[src/verilog/gpm_regs.svh]
// constants for the game port, power-down and parallel status pin multiplexer
// What this block does
// - game select 1: mode bit picks adapter/portable
// - game select 0: shared pins carry DMA A
// - adapter mode: first pin is read strobe
// - adapter mode: second pin is write strobe
// - DMA: first pin ack out, second request in
// - portable: floppy indicator, polarity bit, default low
// - portable: extended indicator for adapter/EPP/ECP modes
// - extended indicator polarity from bit, default low
// - power-down stops clock, tristates selected pins
// - power-down input polarity bit, default high
// - three-bit mode field selects eight functions
// - single floppy: BUSY is drive B motor
// - dual floppy: BUSY is shared motor enable
// - adapter mode: BUSY is adapter interrupt input
// - single floppy: ACK is drive B select
// - dual floppy: ACK is shared drive select
// - adapter mode: ACK is adapter DMA request input
// - joystick mode: BUSY and ACK unused
// - strap latches game select after reset release, default 1
`ifndef GPM_REGS_SVH
`define GPM_REGS_SVH

// ==========================================
// parallel port mode field codes
`define GPM_MODE_PRINTER     3'h0
`define GPM_MODE_EXT_FLOPPY  3'h1
`define GPM_MODE_EXT_ADAPTER 3'h2
`define GPM_MODE_DUAL_FLOPPY 3'h3
`define GPM_MODE_JOYSTICK    3'h4
`define GPM_MODE_EPP         3'h5
`define GPM_MODE_ECP         3'h6
`define GPM_MODE_ECP_EPP     3'h7

// ==========================================
// power-down tristate select bit positions
`define GPM_PD_A_GAME_RD_BIT 0
`define GPM_PD_A_GAME_WR_BIT 1
`define GPM_PD_B_BUSY_BIT    0
`define GPM_PD_B_ACK_BIT     1

// ==========================================
// reset values
`define GPM_GAME_SELECT_RST  1'h1
`define GPM_PIN_LEVEL_RST    1'h1
`define GPM_STATUS_RST       1'h0
`define GPM_STRAP_TAKEN_RST  1'h0
`define GPM_DRIVE_OFF        1'h0
`define GPM_DRIVE_ON         1'h1
`define GPM_OD_LEVEL         1'h0

`endif
[src/verilog/gpm_pkg.sv]
// types for the game port, power-down and parallel status pin multiplexer
package gpm_pkg;

	// ==========================================
	// role of the two shared game port pins
	typedef enum logic [2:0] {
		GPM_ROLE_ADAPTER  = 3'h1,
		GPM_ROLE_PORTABLE = 3'h2,
		GPM_ROLE_DMA      = 3'h4
	} gpm_role_t;

	// ==========================================
	// power state
	typedef enum logic [1:0] {
		GPM_PWR_RUN  = 2'h1,
		GPM_PWR_DOWN = 2'h2
	} gpm_pwr_t;

endpackage

[src/verilog/gpm_pin_mux.sv]
// game port, power-down and parallel status pin multiplexer
`timescale 1ns/10ps
`include "gpm_regs.svh"
module gpm_pin_mux
	import gpm_pkg::*;
(
	input  wire logic       i_ref_clk,
	input  wire logic       i_arst_n,
	input  wire logic       i_game_select_strap,
	input  wire logic       i_game_mode_select,
	input  wire logic       i_floppy_ext_polarity,
	input  wire logic       i_ext_mode_polarity,
	input  wire logic       i_powerdown_polarity,
	input  wire logic [7:0] i_powerdown_tristate_reg_a,
	input  wire logic [7:0] i_powerdown_tristate_reg_b,
	input  wire logic       i_port_mode_bit0,
	input  wire logic       i_port_mode_bit1,
	input  wire logic       i_port_mode_bit2,
	input  wire logic       i_powerdown_input,
	input  wire logic       i_game_read_strobe_n,
	input  wire logic       i_game_write_strobe_n,
	input  wire logic       i_dma_ack_chan_a_n,
	input  wire logic       i_motor_enable_b_n,
	input  wire logic       i_drive_select_b_n,
	input  wire logic       i_pin41,
	input  wire logic       i_pin39,
	input  wire logic       i_busy_pin,
	input  wire logic       i_ack_pin,
	output logic            o_pin41,
	output logic            o_pin41_oe,
	output logic            o_pin39,
	output logic            o_pin39_oe,
	output logic            o_busy_pin,
	output logic            o_busy_pin_oe,
	output logic            o_ack_pin,
	output logic            o_ack_pin_oe,
	output logic            o_game_port_select,
	output logic            o_dma_req_chan_a,
	output logic            o_printer_busy,
	output logic            o_printer_ack_n,
	output logic            o_adapter_irq_in,
	output logic            o_adapter_dma_req_in,
	output logic            o_clock_stop
);

	// ==========================================
	// declarations
	logic       game_port_select;
	logic       strap_taken;
	gpm_role_t  role;
	gpm_role_t  next_role;
	gpm_pwr_t   pwr;
	gpm_pwr_t   next_pwr;
	logic [2:0] port_mode;
	logic       floppy_ext_active;
	logic       ext_mode_active;
	logic       floppy_ext_indicator;
	logic       ext_mode_indicator;
	logic       pd_request;
	logic       pd_now;
	logic       next_pin41;
	logic       next_pin41_drive;
	logic       next_pin39;
	logic       next_pin39_drive;
	logic       next_busy_drive;
	logic       next_ack_drive;
	logic       busy_is_input;
	logic       ack_is_input;

	// ==========================================
	// mode decode helpers
	function automatic logic is_floppy_mode(input logic [2:0] mode);
		is_floppy_mode = (mode == `GPM_MODE_EXT_FLOPPY) || (mode == `GPM_MODE_DUAL_FLOPPY);
	endfunction

	function automatic logic is_printer_status_mode(input logic [2:0] mode);
		is_printer_status_mode = (mode == `GPM_MODE_PRINTER) || (mode == `GPM_MODE_EPP) ||
			(mode == `GPM_MODE_ECP) || (mode == `GPM_MODE_ECP_EPP);
	endfunction

	assign port_mode = {i_port_mode_bit2, i_port_mode_bit1, i_port_mode_bit0};

	// ==========================================
	// strap capture after reset release
	always_ff @(posedge i_ref_clk or negedge i_arst_n) begin
		if (!i_arst_n) begin
			strap_taken <= `GPM_STRAP_TAKEN_RST;
		end else begin
			strap_taken <= 1'h1;
		end
	end

	always_ff @(posedge i_ref_clk or negedge i_arst_n) begin
		if (!i_arst_n) begin
			game_port_select <= `GPM_GAME_SELECT_RST;
		end else if (!strap_taken) begin
			game_port_select <= i_game_select_strap;
		end
	end

	assign o_game_port_select = game_port_select;

	// ==========================================
	// shared pin role
	always_comb begin
		if (!game_port_select) begin
			next_role = GPM_ROLE_DMA;
		end else if (i_game_mode_select) begin
			next_role = GPM_ROLE_PORTABLE;
		end else begin
			next_role = GPM_ROLE_ADAPTER;
		end
	end

	always_ff @(posedge i_ref_clk or negedge i_arst_n) begin
		if (!i_arst_n) begin
			role <= GPM_ROLE_ADAPTER;
		end else begin
			role <= next_role;
		end
	end

	// ==========================================
	// power-down state
	assign pd_request = i_powerdown_polarity ? i_powerdown_input : ~i_powerdown_input;

	always_comb begin
		unique case (pwr)
			GPM_PWR_RUN: begin
				next_pwr = pd_request ? GPM_PWR_DOWN : GPM_PWR_RUN;
			end
			GPM_PWR_DOWN: begin
				next_pwr = pd_request ? GPM_PWR_DOWN : GPM_PWR_RUN;
			end
			default: begin
				next_pwr = GPM_PWR_RUN;
			end
		endcase
	end

	always_ff @(posedge i_ref_clk or negedge i_arst_n) begin
		if (!i_arst_n) begin
			pwr <= GPM_PWR_RUN;
		end else begin
			pwr <= next_pwr;
		end
	end

	assign pd_now       = (pwr == GPM_PWR_DOWN);
	assign o_clock_stop = pd_now;

	// ==========================================
	// indicator conditions and levels
	assign floppy_ext_active = is_floppy_mode(port_mode);
	assign ext_mode_active   = (port_mode == `GPM_MODE_EXT_ADAPTER) || (port_mode == `GPM_MODE_EPP) ||
		(port_mode == `GPM_MODE_ECP) || (port_mode == `GPM_MODE_ECP_EPP);

	gpm_polarity u_floppy_pol (
		.i_active      (floppy_ext_active),
		.i_active_high (i_floppy_ext_polarity),
		.o_level       (floppy_ext_indicator)
	);

	gpm_polarity u_ext_pol (
		.i_active      (ext_mode_active),
		.i_active_high (i_ext_mode_polarity),
		.o_level       (ext_mode_indicator)
	);

	// ==========================================
	// shared game port pin selection
	always_comb begin
		unique case (role)
			GPM_ROLE_ADAPTER: begin
				next_pin41       = i_game_read_strobe_n;
				next_pin41_drive = `GPM_DRIVE_ON;
				next_pin39       = i_game_write_strobe_n;
				next_pin39_drive = `GPM_DRIVE_ON;
			end
			GPM_ROLE_PORTABLE: begin
				next_pin41       = floppy_ext_indicator;
				next_pin41_drive = `GPM_DRIVE_ON;
				next_pin39       = ext_mode_indicator;
				next_pin39_drive = `GPM_DRIVE_ON;
			end
			GPM_ROLE_DMA: begin
				next_pin41       = i_dma_ack_chan_a_n;
				next_pin41_drive = `GPM_DRIVE_ON;
				next_pin39       = `GPM_PIN_LEVEL_RST;
				next_pin39_drive = `GPM_DRIVE_OFF;
			end
			default: begin
				next_pin41       = `GPM_PIN_LEVEL_RST;
				next_pin41_drive = `GPM_DRIVE_OFF;
				next_pin39       = `GPM_PIN_LEVEL_RST;
				next_pin39_drive = `GPM_DRIVE_OFF;
			end
		endcase
	end

	always_ff @(posedge i_ref_clk or negedge i_arst_n) begin
		if (!i_arst_n) begin
			o_pin41    <= `GPM_PIN_LEVEL_RST;
			o_pin41_oe <= `GPM_DRIVE_OFF;
		end else begin
			o_pin41    <= next_pin41;
			o_pin41_oe <= next_pin41_drive && !(pd_request && i_powerdown_tristate_reg_a[`GPM_PD_A_GAME_RD_BIT]);
		end
	end

	always_ff @(posedge i_ref_clk or negedge i_arst_n) begin
		if (!i_arst_n) begin
			o_pin39    <= `GPM_PIN_LEVEL_RST;
			o_pin39_oe <= `GPM_DRIVE_OFF;
		end else begin
			o_pin39    <= next_pin39;
			o_pin39_oe <= next_pin39_drive && !(pd_request && i_powerdown_tristate_reg_a[`GPM_PD_A_GAME_WR_BIT]);
		end
	end

	// ==========================================
	// dma request taken from pin39
	always_ff @(posedge i_ref_clk or negedge i_arst_n) begin
		if (!i_arst_n) begin
			o_dma_req_chan_a <= `GPM_STATUS_RST;
		end else begin
			o_dma_req_chan_a <= (role == GPM_ROLE_DMA) ? i_pin39 : `GPM_STATUS_RST;
		end
	end

	// ==========================================
	// parallel BUSY and ACK pins, open drain in floppy modes
	always_comb begin
		next_busy_drive = `GPM_DRIVE_OFF;
		next_ack_drive  = `GPM_DRIVE_OFF;
		busy_is_input   = 1'h0;
		ack_is_input    = 1'h0;
		if (is_floppy_mode(port_mode)) begin
			next_busy_drive = ~i_motor_enable_b_n;
			next_ack_drive  = ~i_drive_select_b_n;
		end else if (port_mode == `GPM_MODE_EXT_ADAPTER) begin
			busy_is_input = 1'h1;
			ack_is_input  = 1'h1;
		end else if (port_mode == `GPM_MODE_JOYSTICK) begin
			busy_is_input = 1'h0;
			ack_is_input  = 1'h0;
		end
	end

	always_ff @(posedge i_ref_clk or negedge i_arst_n) begin
		if (!i_arst_n) begin
			o_busy_pin    <= `GPM_OD_LEVEL;
			o_busy_pin_oe <= `GPM_DRIVE_OFF;
		end else begin
			o_busy_pin    <= `GPM_OD_LEVEL;
			o_busy_pin_oe <= next_busy_drive && !(pd_request && i_powerdown_tristate_reg_b[`GPM_PD_B_BUSY_BIT]);
		end
	end

	always_ff @(posedge i_ref_clk or negedge i_arst_n) begin
		if (!i_arst_n) begin
			o_ack_pin    <= `GPM_OD_LEVEL;
			o_ack_pin_oe <= `GPM_DRIVE_OFF;
		end else begin
			o_ack_pin    <= `GPM_OD_LEVEL;
			o_ack_pin_oe <= next_ack_drive && !(pd_request && i_powerdown_tristate_reg_b[`GPM_PD_B_ACK_BIT]);
		end
	end

	// ==========================================
	// printer status toward the core
	always_ff @(posedge i_ref_clk or negedge i_arst_n) begin
		if (!i_arst_n) begin
			o_printer_busy <= `GPM_STATUS_RST;
		end else begin
			o_printer_busy <= is_printer_status_mode(port_mode) ? i_busy_pin : `GPM_STATUS_RST;
		end
	end

	always_ff @(posedge i_ref_clk or negedge i_arst_n) begin
		if (!i_arst_n) begin
			o_printer_ack_n <= `GPM_PIN_LEVEL_RST;
		end else begin
			o_printer_ack_n <= is_printer_status_mode(port_mode) ? i_ack_pin : `GPM_PIN_LEVEL_RST;
		end
	end

	// ==========================================
	// adapter requests toward the core
	always_ff @(posedge i_ref_clk or negedge i_arst_n) begin
		if (!i_arst_n) begin
			o_adapter_irq_in <= `GPM_STATUS_RST;
		end else begin
			o_adapter_irq_in <= busy_is_input ? i_busy_pin : `GPM_STATUS_RST;
		end
	end

	always_ff @(posedge i_ref_clk or negedge i_arst_n) begin
		if (!i_arst_n) begin
			o_adapter_dma_req_in <= `GPM_STATUS_RST;
		end else begin
			o_adapter_dma_req_in <= ack_is_input ? i_ack_pin : `GPM_STATUS_RST;
		end
	end

endmodule

[src/verilog/gpm_polarity.sv]
// polarity-programmable indicator level
`timescale 1ns/10ps
module gpm_polarity (
	input  wire logic i_active,
	input  wire logic i_active_high,
	output logic      o_level
);

	// ==========================================
	// level from condition and polarity
	assign o_level = i_active_high ? i_active : ~i_active;

endmodule

[config.mk]
export PLATFORM = sky130hd
export DESIGN_NAME = gpm_pin_mux
export DESIGN_NICKNAME = d
export VERILOG_FILES = /design/src/verilog/gpm_pkg.sv /design/src/verilog/gpm_pin_mux.sv /design/src/verilog/gpm_polarity.sv
export VERILOG_INCLUDE_DIRS = /design/src /design/src/verilog
export SDC_FILE = /design/constraint.sdc
export NUM_CORES = 1
export LEC_CHECK = 0
export BUFFER_PORTS_ARGS = -buffer_cell sky130_fd_sc_hd__buf_2
export CAP_MARGIN = 10
export CORE_MARGIN = 4
export CORE_UTILIZATION = 43
export DETAILED_ROUTE_END_ITERATION = 6
export GPL_ROUTABILITY_DRIVEN = 0
export PLACE_DENSITY = 0.82
export SLEW_MARGIN = 10
export SYNTH_ARGS = -nofsm -noshare
export SYNTH_HDL_FRONTEND = slang
export SYNTH_HIERARCHICAL = 1
export SYNTH_SLANG_ARGS = --single-unit
export TNS_END_PERCENT = 10
[constraint.sdc]
create_clock -name i_ref_clk -period 1.7 [get_ports i_ref_clk]
set_input_delay 0.085 -clock i_ref_clk [delete_from_list [all_inputs] [get_ports i_ref_clk]]
set_output_delay 0.085 -clock i_ref_clk [all_outputs]
set_load 0.01 [all_outputs]
Word level (Yosys, flattened, before mapping) --
Cells that the tools add are included.
Word-level totals: flip-flop bits (word level) 18, input port bits 36, output and inout bits 15, logic and storage cells 74
Operators by class: equal/unequal tests 11, multiplexer cells 20, bitwise logic cells 5, reduce and logical (&&, ||, !) cells 23
Operators with widths (number):
- 1-bit two-way mux | 14
- 3-bit == test (second input constant) | 4
- 3-bit by 2-bit == test with 1-bit output (second input constant) | 3
- 1-bit logical AND | 8
- 1-bit logical OR | 7
- 3-bit by 1-bit == test with 1-bit output (second input constant) | 2
- 2-bit two-way mux | 3
- 1-bit inverter | 5
- 1-bit zero test | 4
- 2-bit OR reduction | 2
- 3-bit zero test | 1
- 3-bit two-way mux | 1
- 1-bit case mux with 3 select lines | 1
- 3-bit OR reduction | 1
- 2-bit by 1-bit == test with 1-bit output (second input constant) | 1
- 2-bit == test (second input constant) | 1
- 1-bit case mux with 2 select lines | 1

Depth between registers and ports, before layout --
Gate-level depths: netlist of the first run.
depth after elaboration 7, mapped depth 5, mapped depth without buffers 5

Cells and area by module --
The synthesis of the first run kept the hierarchy.
By module, submodules not included:
- gpm_pin_mux | instances 1, cells an instance 60, area each 755.7 sq um, sequential area each 457.9 sq um
- gpm_polarity | instances 2, cells an instance 1, area each 8.8 sq um, sequential area each 0.0 sq um

Worst setup path before layout of the first run --
OpenSTA, ideal clock, no wires.
path type register to register, start point register pwr[0], end point register pwr[0], library setup time 0.089 ns, data arrival time 0.938 ns, required time 1.611 ns, path slack 0.673 ns, stages on the path, launching flop included 4, path buffers 0, period minus slack after synthesis 1.027 ns, cell sequence dfstp_2 inv_1 ha_1 nand2b_1
Between the ends: word-level cells in the longest chain between the ends 3, elaborated cells on any way between the ends 4, those cells by class 2 x eq/ne; 1 x mux; 1 x reduce/logical
RTL lines:
- start: declaration | line gpm_pin_mux.sv:52 | gpm_pwr_t pwr;
- start signal: assignment | line gpm_pin_mux.sv:145 | pwr <= next_pwr;
- 2-bit == test or 2-bit by 1-bit == test with 1-bit output (tied branches) | line gpm_pin_mux.sv:128 | unique case (pwr)
- 2-bit OR reduction (no line) (*)
- 2-bit two-way mux (*)
- named net next_pwr[0] | line gpm_pin_mux.sv:53 | gpm_pwr_t next_pwr;
The timed path passes the listed nets; every way through them passes the cells marked *. A chain may end at the register's enable or synchronous reset.

Final worst setup path of the first run --
start point input port i_drive_select_b_n, end point register o_ack_pin_oe
Between the ends: word-level cells in the longest chain between the ends 3
RTL lines:
- start: declaration | line gpm_pin_mux.sv:24 | input wire logic i_drive_select_b_n,
- 1-bit inverter | line gpm_pin_mux.sv:240 | next_ack_drive = ~i_drive_select_b_n;
- 1-bit two-way mux | line gpm_pin_mux.sv:238 | if (is_floppy_mode(port_mode)) begin
- 1-bit logical AND | line gpm_pin_mux.sv:266 | o_ack_pin_oe <= next_ack_drive && !(pd_request && i_powerdown_tristate_reg_b[`GPM_PD_B_ACK_BIT]);
- end signal: assignment | line gpm_pin_mux.sv:263 | o_ack_pin_oe <= `GPM_DRIVE_OFF;
- end signal: assignment | line gpm_pin_mux.sv:266
- end: declaration | line gpm_pin_mux.sv:36 | output logic o_ack_pin_oe,
No other way between the ends.

==> reports/results.ini, run 1 <==
[run_status]
status = complete, no violations

[synthesis]
syn-cell-area_um2 = 773
synth_cells = 62
synth_edf_count = 0
postSynthAreaPerCell_um2 = 12.5
ys_ff_latch = 18
synth_cell_type_count = 26
top_flip_flop_cell_by_instance_count_after_synthesis = dfrtp_1
ys_warn_count = 6
asyncSetResetFlopFracSynth_pct = 100
synth.yosys.seq_area_share_pct = 59.2

[sta]
fmaxAchievable_mhz = 783
fin_crit_sh_pct = 75.2
setup_viol = 0
clock_skew_ns = 0.00304
maxSlewViolCount = 0
report.final.hold_viol_count = 0
rsz0062_at_grt = no
min_period_ns = 1.28
totalNegativeSetupSlack_ns = 0

[die]
die_y_um = 50.4
die_area_um2 = 2540
core-area_um2 = 1710
die-width_um = 50.4
num_io_pins = 51
rows = 15
floorplan.initialDensity_pct = 45.3

[min_path]
worstHoldPathCells = 3
startpoint_of_the_tightest_hold_check_path = i_pin39
holdPathEnd = o_dma_req_chan_a$_DFF_PN0_
hold_path_class = in -> reg

[grt]
grt_start_max_net_pins = 19
global_route.peak_usage_layer = met2
met3_layer_usage_reported_by_global_route_pct = 5.93
grt.total_usage_pct = 13.1
gr-usage-met1_pct = 13.6
via_count_of_the_first_global_routing_pass = 592
grt_antenna_before_repair = 0
groute.layer.met2.usage_pct = 24.8
grt_first_pass_wirelength_um = 2500
globalRouteOverflowTotal = 0

[clocking]
clkTransAtPathRegs_ns = 0.08
tritoncts.num_buffers = 3
clock_path_buffers = 2
clk-insertion-delay-late_ns = 0.28
ctsHtreeMaxLevel = 1
cts-root-buf = clkbuf_4
clock_sink_count = 18
clock_tree_from_tritoncts = done

[worst_setup_path]
r2r-start = role[0]$_DFF_PN1_
worst_setup_path_type = in -> reg
critical_path_peak_fanout = 1
arrival_time_of_data_at_the_critical_path_endpoint_ns = 1.49
cpPeakStageDelay_ns = 0.58
timing.critical_path.required_ns = 1.92
worst_path_cell_chain = dlygate4sd3_1 -> buf_2 -> a211oi_1 -> dlygate4sd3_1
critical-path-top-cell-by-count = dlygate4sd3_1
timing.reg2reg.worst_path_depth = 2
end_kind = flip-flop
crit-reg2reg-capture = o_pin39_oe$_DFF_PN0_
startpoint_type = primary input
critical-path-slowest-cell = dlygate4sd3_1
rrSetupSlack_ns = 0.63

[detailed_routing]
vias_per_cell = 4.45
number_of_vias_after_detailed_routing = 579
wirelength_um = 1450
detail_route.drc_violations = 0
drtIter0Drc = 4
detail_route.wl_per_cell_um = 11.2
drt_pre_antenna_iters = 4
ant_nets = 0

[placement]
placed_cells_incl_taps = 118
io_buffers = 35
dp.final_hpwl_um = 1050

[pwr]
p_total_uw = 895
vdd_drop_max_v = 0.000709
cellPowerDensity_nw_per_um2 = 842
leakage_uw = 0.000529

[cells_and_area]
layout-area-overhead-vs-synth_pct = 37.5
final.fill_count = 147
final_layout_size_suffix_gt1_share_pct = 45.7
fin_cells = 130
regArea_um2 = 458
finish.net_count = 144
multiInputGateArea_um2 = 272
antenna_cells = 0

[flow_run]
timing.max_cap.violations = 0

layout by cell type (no fill, tap or decap):
cell type | synthesis | final
nor2_1 | 1 | 1
conb_1 | 2 | 3
o21a_1 | 1 | 1
xnor2_1 | 5 | 5
clkbuf_4 | 0 | 3
nor3_1 | 2 | 2
or3_1 | 1 | 1
o21ai_0 | 1 | 1
a211oi_1 | 3 | 3
a21boi_1 | 1 | 1
nor3b_1 | 2 | 2
nor4b_1 | 3 | 3
dlygate4sd3_1 | 0 | 9
a21o_1 | 1 | 1
nand2_1 | 1 | 1
ha_1 | 1 | 1
a221oi_1 | 1 | 1
nor2b_1 | 1 | 1
nand2b_1 | 2 | 2
and4bb_2 | 2 | 2
dfstp_2 | 6 | 6
buf_2 | 2 | 35
dfrtp_1 | 12 | 12
o21bai_1 | 1 | 1
inv_1 | 4 | 4
mux2_2 | 2 | 2
and2_1 | 1 | 1
final cells by class:
cell class	count	share of cell area (%)
timing repair buffer	44	24.9
inverter	4	1.41
multi-input combinational	36	25.5
tap	25	2.94
clock buffer	3	2.12
sequential	18	43.1
layer usage:
metal / up-vias / part of all wire [%]
met2: 22 / 54
met4: 0 / 0.62
met5: - / 0
met3: 2 / 9.4
li1: 293 / -
met1: 262 / 36
critical path, delay by kind of cell:
| family | cells | cell delay, ns |
|---|---|---|
| AOI/OAI and AO/OA | 1 | 0.17 |
| buffers and inverters | 3 | 1.24 |
timing repair:
item                                    4_1_cts  5_1_grt
endpoints found under the setup margin        0        0
resized for setup                             0        0
hold buffers                                  9        0
setup buffers                                 0        0
hold endpoints to repair                     18        0
kinds of logic (layout without fill, tap and decap cells):
family / count (synthesis) / in the layout / share of synthesized area, %
buf+inv: 9 / 51 / 6.15
fa+ha+maj: 1 / 1 / 1.62
mux: 2 / 2 / 2.91
flops: 18 / 18 / 59.2
simple gates: 16 / 16 / 14.9
other cells: 2 / 3 / 0.971
compound gates: 9 / 9 / 8.58
xor+xnor: 5 / 5 / 5.66
stage by stage:
stage / util [%] / hold slack (ns) / cell area (µm²) / setup slack, ns
5_1_grt: 62.3 / 0.0317 / 1060 / 0.345
3_3_place_gp: 55.7 / 0.0239 / 951 / 0.661
4_1_cts: 62.3 / 0.0162 / 1060 / 0.467
2_1_floorplan: - / -0.211 / 777 / 0.673
3_5_place_dp: 55.7 / 0.0260 / 951 / 0.644
6_report: 62.3 / 0.0276 / 1060 / 0.422
sequential cells by signal, indices dropped and copies added (netlist names):
| name | flops |
|---|---|
| role | 3 |
| pwr | 2 |
| o_ack_pin_oe | 1 |
| o_adapter_dma_req_in | 1 |
| o_adapter_irq_in | 1 |
| o_busy_pin_oe | 1 |
| o_dma_req_chan_a | 1 |
| o_game_port_select | 1 |
| o_pin39 | 1 |
| o_pin39_oe | 1 |
| o_pin41 | 1 |
| o_pin41_oe | 1 |
| o_printer_ack_n | 1 |
| o_printer_busy | 1 |
| strap_taken | 1 |
worst max-delay path by stage:
| stage | start | end | slack (ns) | depth (start not counted) |
|---|---|---|---|---|
| after floorplan | pwr[0]$_DFF_PN1_ | pwr[0]$_DFF_PN1_ | 0.67 | 3 |
| after global placement | pwr[0]$_DFF_PN1_ | pwr[0]$_DFF_PN1_ | 0.66 | 3 |
| after detailed placement | pwr[0]$_DFF_PN1_ | pwr[0]$_DFF_PN1_ | 0.64 | 3 |
| after CTS | pwr[0]$_DFF_PN1_ | o_clock_stop | 0.47 | 3 |
| after global routing | i_drive_select_b_n | o_ack_pin_oe$_DFF_PN0_ | 0.35 | 4 |
| final | i_drive_select_b_n | o_ack_pin_oe$_DFF_PN0_ | 0.42 | 4 |
report_power, final:
group          switching [µW]  internal [µW]  total (µW)
clock network             110           82.1         192
logic                    85.5            102         188
registers                25.2            491         516
Yosys cell counts, drive strengths merged, types with 2 or more instances:
library cell | instances | area share (%)
a211oi | 3 | 2.9
xnor2 | 5 | 5.7
nor3b | 2 | 1.9
nor4b | 3 | 3.4
nand2b | 2 | 1.6
mux2 | 2 | 2.9
nor3 | 2 | 1.3
conb | 2 | 0.97
dfstp | 6 | 20
dfrtp | 12 | 39
inv | 4 | 1.9
and4bb | 2 | 3.2
buf | 5 | 4.2
(Power assumes the default switching activity.)
==> run 2: changes to the inputs <==
--- a/config.mk
+++ b/config.mk
@@ -9,10 +9,10 @@
 export BUFFER_PORTS_ARGS = -buffer_cell sky130_fd_sc_hd__buf_2
 export CAP_MARGIN = 10
 export CORE_MARGIN = 4
-export CORE_UTILIZATION = 43
+export CORE_UTILIZATION = 36
 export DETAILED_ROUTE_END_ITERATION = 6
 export GPL_ROUTABILITY_DRIVEN = 0
-export PLACE_DENSITY = 0.82
+export PLACE_DENSITY = 0.73
 export SLEW_MARGIN = 10
 export SYNTH_ARGS = -nofsm -noshare
 export SYNTH_HDL_FRONTEND = slang
==> constraint.sdc (replaced) <==
create_clock -name i_ref_clk -period 1.1 [get_ports i_ref_clk]
set_input_delay 0.055 -clock i_ref_clk [delete_from_list [all_inputs] [get_ports i_ref_clk]]
set_output_delay 0.055 -clock i_ref_clk [all_outputs]
set_load 0.01 [all_outputs]
==> run 2 against run 1 <==
Against the previous run: largest power group unchanged; non-clock buffer count grew 3; the run now ends with negative setup slack left; highest routed layer is now met3; critical endpoint is now o_clock_stop; first-iteration DRC count grew 25%; combinational power grew 89%; sequential power grew 57%; setup slack lost 0.49 ns; register-to-register slack lost 0.57 ns; cell area grew 7.2%.
==> reports/results.ini, run 2 (synthesis gave the netlist of run 1 again) <==
[run_status]
status = finished, violations left
violations_in_the_final_reports = negative setup slack

[sta]
maxSlewViolCount = 0
final_critical_path_setup_slack_ns = -0.0727
setup_viol = 1
slew-limit-headroom_pct = 58.5
clock_skew_ns = 0.00121
fmaxAchievable_mhz = 853
worstMarginPinSlew_ns = 0.618
min_period_ns = 1.17
rsz0062_at_grt = yes
fin_crit_sh_pct = 107
report.final.hold_viol_count = 0

[flow_run]
timing.max_cap.violations = 0

[cells_and_area]
layout.cells.most_common = buf_2
layout-area-overhead-vs-synth_pct = 47.4
largest-register = role
final_layout_size_suffix_gt1_share_pct = 48.6
top_regs = role x3, pwr x2
regArea_um2 = 458
final.fill_count = 182
antenna_cells = 0
multiInputGateArea_um2 = 295
layout.cells.most_common_list = 34 x buf_2, 12 x dlygate4sd3_1, 12 x dfrtp_1, 6 x dfstp_2, 5 x xnor2_1
layout.cell_area.non_filler_um2 = 1140
fin_cells = 136
postLayoutCoreUtil_pct = 56.9
largest_reg_flops = 3
finish.net_count = 147

[worst_setup_path]
arrival_time_of_data_at_the_critical_path_endpoint_ns = 1.12
worst_setup_path_type = reg -> out
r2r-start = role[0]$_DFF_PN1_
rrSetupSlack_ns = 0.06
startpoint_type = flip-flop
crit-reg2reg-capture = o_pin41_oe$_DFF_PN0_
end_kind = primary output
timing.critical_path.required_ns = 1.04
critical_path_peak_fanout = 1
timing.reg2reg.worst_path_depth = 2

[grt]
grt_antenna_before_repair = 0
via_count_of_the_first_global_routing_pass = 616
grt.total_usage_pct = 12.5
grt_start_max_net_pins = 19
globalRouteOverflowTotal = 0
grt_first_pass_wirelength_um = 2540

[clocking]
clock_tree_from_tritoncts = done
ctsHtreeMaxLevel = 1
clkTransAtPathRegs_ns = 0.10
tritoncts.num_buffers = 3
cts-root-buf = clkbuf_4
cts_setup_buffers = 0
clk-insertion-delay-late_ns = 0.29
clock_path_buffers = 2
clock_sink_count = 18

[detailed_routing]
number_of_vias_after_detailed_routing = 635
drt_pre_antenna_iters = 4
drtIter0Drc = 5
detail_route.wl_per_cell_um = 12.1
vias_per_cell = 4.67
detail_route.drc_violations = 0
ant_nets = 0
wirelength_um = 1640

[min_path]
startpoint_of_the_tightest_hold_check_path = i_game_write_strobe_n
holdPathEnd = o_pin39$_DFF_PN1_
worstHoldPathCells = 3
hold_path_class = in -> reg

[placement]
io_buffers = 35
dp.final_hpwl_um = 1120
placed_cells_incl_taps = 120
post_dp_cell_area_um2 = 953

[pwr]
seqPwrFrac_pct = 51.6
vdd_drop_max_v = 0.000776
leakage_uw = 0.000544
combPwrFrac_pct = 22.7
pwr-share-clk_pct = 25.7
p_int_uw = 1160
switchingPower_uw = 405
p_total_uw = 1570
swShare_pct = 25.8
cellPowerDensity_nw_per_um2 = 1380

[die]
num_io_pins = 51
rows = 16
die_area_um2 = 2950
floorplan.initialDensity_pct = 38.6
die_y_um = 54.3
die-width_um = 54.3
core-area_um2 = 2000

run 2: stage by stage:
step | worst slack (ns) | TNS [ns] | hold WS, ns
after floorplan | 0.0730 | 0 | -0.241
after global placement | 0.0622 | 0 | -0.00557
after detailed placement | 0.0416 | 0 | -0.00112
after CTS | -0.0846 | -0.0846 | 0.00829
after global routing | -0.115 | -0.115 | 0.0531
final | -0.0727 | -0.0727 | 0.0454
run 2: how the worst max path moves through the flow:
stage	startpoint	to	slack (ns)
after global placement	pwr[0]$_DFF_PN1_	pwr[0]$_DFF_PN1_	0.06
after floorplan	pwr[0]$_DFF_PN1_	pwr[0]$_DFF_PN1_	0.07
after global routing	pwr[0]$_DFF_PN1_	o_clock_stop	-0.12
after detailed placement	pwr[0]$_DFF_PN1_	pwr[0]$_DFF_PN1_	0.04
after CTS	pwr[0]$_DFF_PN1_	o_clock_stop	-0.08
final	pwr[0]$_DFF_PN1_	o_clock_stop	-0.07
run 2: layout make-up:
cell class,instances,area share [%]
sequential,18,40.2
timing repair buffer,47,26.5
multi-input combinational,36,25.9
clock buffer,4,3.18
tap,27,2.96
inverter,4,1.32
run 2: worst max-delay path, stage by stage, from the launching register on:
cell     delay (ns)
dfstp_2        0.54
inv_2          0.04
ha_4           0.14
buf_6          0.11
run 2: metal layers:
layer,wire [µm],global-route usage (%),up-vias
li1,-,-,300
met1,560,11.2,302
met2,903,23.7,33
met3,178,6.54,0
met4,0,3.73,0
met5,0,0,-
run 2: power groups by stage:
stage / Clock [µW] / Combinational (µW) / Sequential, µW
final: 402 / 356 / 810
after global routing: 454 / 400 / 818
after CTS: 417 / 344 / 810
after detailed placement: 0 / 272 / 810
after global placement: 0 / 262 / 807
after floorplan: 0 / 169 / 808
run 2: timing repair:
action                                 4_1_cts  5_1_grt
endpoints found under the hold margin       27        1
gates resized for setup                      4        2
hold buffers                                11        1
pin swaps                                    1        0
setup endpoints to repair                    1        3
==> run 3: changes to the inputs <==
--- a/config.mk
+++ b/config.mk
@@ -9,10 +9,10 @@
 export BUFFER_PORTS_ARGS = -buffer_cell sky130_fd_sc_hd__buf_2
 export CAP_MARGIN = 10
 export CORE_MARGIN = 4
-export CORE_UTILIZATION = 36
+export CORE_UTILIZATION = 40
 export DETAILED_ROUTE_END_ITERATION = 6
 export GPL_ROUTABILITY_DRIVEN = 0
-export PLACE_DENSITY = 0.73
+export PLACE_DENSITY = 0.77
 export SLEW_MARGIN = 10
 export SYNTH_ARGS = -nofsm -noshare
 export SYNTH_HDL_FRONTEND = slang
==> constraint.sdc (replaced) <==
create_clock -name i_ref_clk -period 1.25 [get_ports i_ref_clk]
set_input_delay 0.0625 -clock i_ref_clk [delete_from_list [all_inputs] [get_ports i_ref_clk]]
set_output_delay 0.0625 -clock i_ref_clk [all_outputs]
set_load 0.01 [all_outputs]
==> run 3 against run 2 <==
Against the previous run: the flow now finishes without violations; clock power down 34%; cell area decreased by 5.6%; die area down 8.6%; critical path depth stayed put; worst hold slack worse by 0.032 ns; cell count fell by 3.7%.
==> reports/results.ini, run 3 (synthesis gave the netlist of run 1 again) <==
[grt]
via_count_of_the_first_global_routing_pass = 629
grt_first_pass_wirelength_um = 2510
grt_antenna_before_repair = 0
globalRouteOverflowTotal = 0
grt_start_max_net_pins = 19
grt.total_usage_pct = 12.7

[sta]
fin_crit_sh_pct = 95.1
setup_viol = 0
fmaxAchievable_mhz = 841
maxSlewViolCount = 0
hold_ws_ns = 0.0130
report.final.hold_viol_count = 0
clock_skew_ns = 0.000535
rsz0062_at_grt = no
totalNegativeSetupSlack_ns = 0
min_period_ns = 1.19

[detailed_routing]
drt_pre_antenna_iters = 2
drtIter0Drc = 5
ant_nets = 0
vias_per_cell = 4.58
wirelength_um = 1500
detail_route.drc_violations = 0
detail_route.wl_per_cell_um = 11.4
number_of_vias_after_detailed_routing = 600

[die]
floorplan.initialDensity_pct = 43.4
die_y_um = 52.0
core-area_um2 = 1780
die-width_um = 52.0
die_area_um2 = 2700
num_io_pins = 51
rows = 15

[worst_setup_path]
r2r-start = role[0]$_DFF_PN1_
rrSetupSlack_ns = 0.20
timing.critical_path.max_delay_family = flip-flops
critical_path_peak_fanout = 1
worst-path-stages = 3
timing.critical_path.required_ns = 1.19
crit-reg2reg-capture = o_pin41_oe$_DFF_PN0_
critical-path-slowest-cell = dfstp_2
crit_end = o_clock_stop
timing.reg2reg.worst_path_depth = 2
crit_buf_inv = 2
startpoint_type = flip-flop
arrival_time_of_data_at_the_critical_path_endpoint_ns = 1.13
cpPeakStageDelay_ns = 0.53
worst_setup_path_type = reg -> out
end_kind = primary output
critical_path.startpoint = pwr[0]$_DFF_PN1_
worst_path_cell_chain = inv_1 -> ha_2 -> buf_2

[cells_and_area]
final.fill_count = 155
postLayoutCoreUtil_pct = 60.4
layout.cell_area.non_filler_um2 = 1080
layout.cells.most_common_list = 35 x buf_2, 12 x dfrtp_1, 10 x dlygate4sd3_1, 6 x dfstp_2, 5 x xnor2_1
final_layout_size_suffix_gt1_share_pct = 46.2
finish.net_count = 145
largest_reg_flops = 3
largest-register = role
layout-area-overhead-vs-synth_pct = 39.2
antenna_cells = 0
layout.cells.most_common = buf_2
top_regs = role x3, pwr x2

[run_status]
status = complete, no violations

[placement]
io_buffers = 35
dp.final_hpwl_um = 1100
post_dp_cell_area_um2 = 951

[clocking]
ctsHtreeMaxLevel = 1
clk-insertion-delay-late_ns = 0.28
cts-root-buf = clkbuf_4
clock_tree_from_tritoncts = done
clock_path_buffers = 2
tritoncts.num_buffers = 3
cts_setup_buffers = 0
clock_sink_count = 18
clkTransAtPathRegs_ns = 0.09

[pwr]
vdd_drop_max_v = 0.000721
cellPowerDensity_nw_per_um2 = 1150
leakage_uw = 0.000527

[min_path]
hold_path_class = in -> reg

[flow_run]
timing.max_cap.violations = 0

## run 3: timing repair
item / in CTS / in global routing
setup endpoints to repair: 0 / 2
hold endpoints to repair: 26 / 1
resized for setup: 0 / 1
hold buffers: 10 / 1
## run 3: how the worst min path moves through the flow
stage                         from                        endpoint  slack [ns]  cells past startpoint
6_report       i_game_select_strap  o_game_port_select$_DFFE_PN1N_        0.01                      2
3_3_place_gp              i_arst_n                pwr[1]$_DFF_PN0_      -0.001                      1
5_1_grt        i_game_select_strap  o_game_port_select$_DFFE_PN1N_       0.009                      2
2_1_floorplan             i_arst_n          o_ack_pin_oe$_DFF_PN0_       -0.23                      0
4_1_cts        i_game_select_strap  o_game_port_select$_DFFE_PN1N_       0.006                      2
3_5_place_dp              i_arst_n         o_busy_pin_oe$_DFF_PN0_       0.005                      1
## run 3: cell type report
cell class	count	area [µm²]	share of cell area (%)
repair buffers	45	275	25.6
multi-input cells	36	274	25.5
well taps	25	31.3	2.91
clock buffers	3	22.5	2.09
inverters	4	15.0	1.40
flip-flops and latches	18	458	42.6
## run 3: layer usage
| layer | routed length [µm] | track usage, % |
|---|---|---|
| met4 | 0 | 5.24 |
| met1 | 630 | 15.0 |
| met3 | 124 | 2.87 |
| met5 | 0 | 0 |
| met2 | 743 | 21.8 |
## run 3: where the power goes
group | internal [µW] | switching, µW | leakage (µW) | total (µW)
Sequential | 668 | 36.9 | 0.000219 | 704
Combinational | 145 | 116 | 0.000294 | 261
Clock | 112 | 155 | 0.0000138 | 267
## run 3: per-stage QoR
stage          cells  total power [µW]  setup slack [ns]
2_1_floorplan     63               860             0.223
3_3_place_gp     118               942             0.206
3_5_place_dp     118               953             0.189
4_1_cts          131              1250            0.0284
5_1_grt          131              1310            0.0271
6_report         131              1230            0.0610
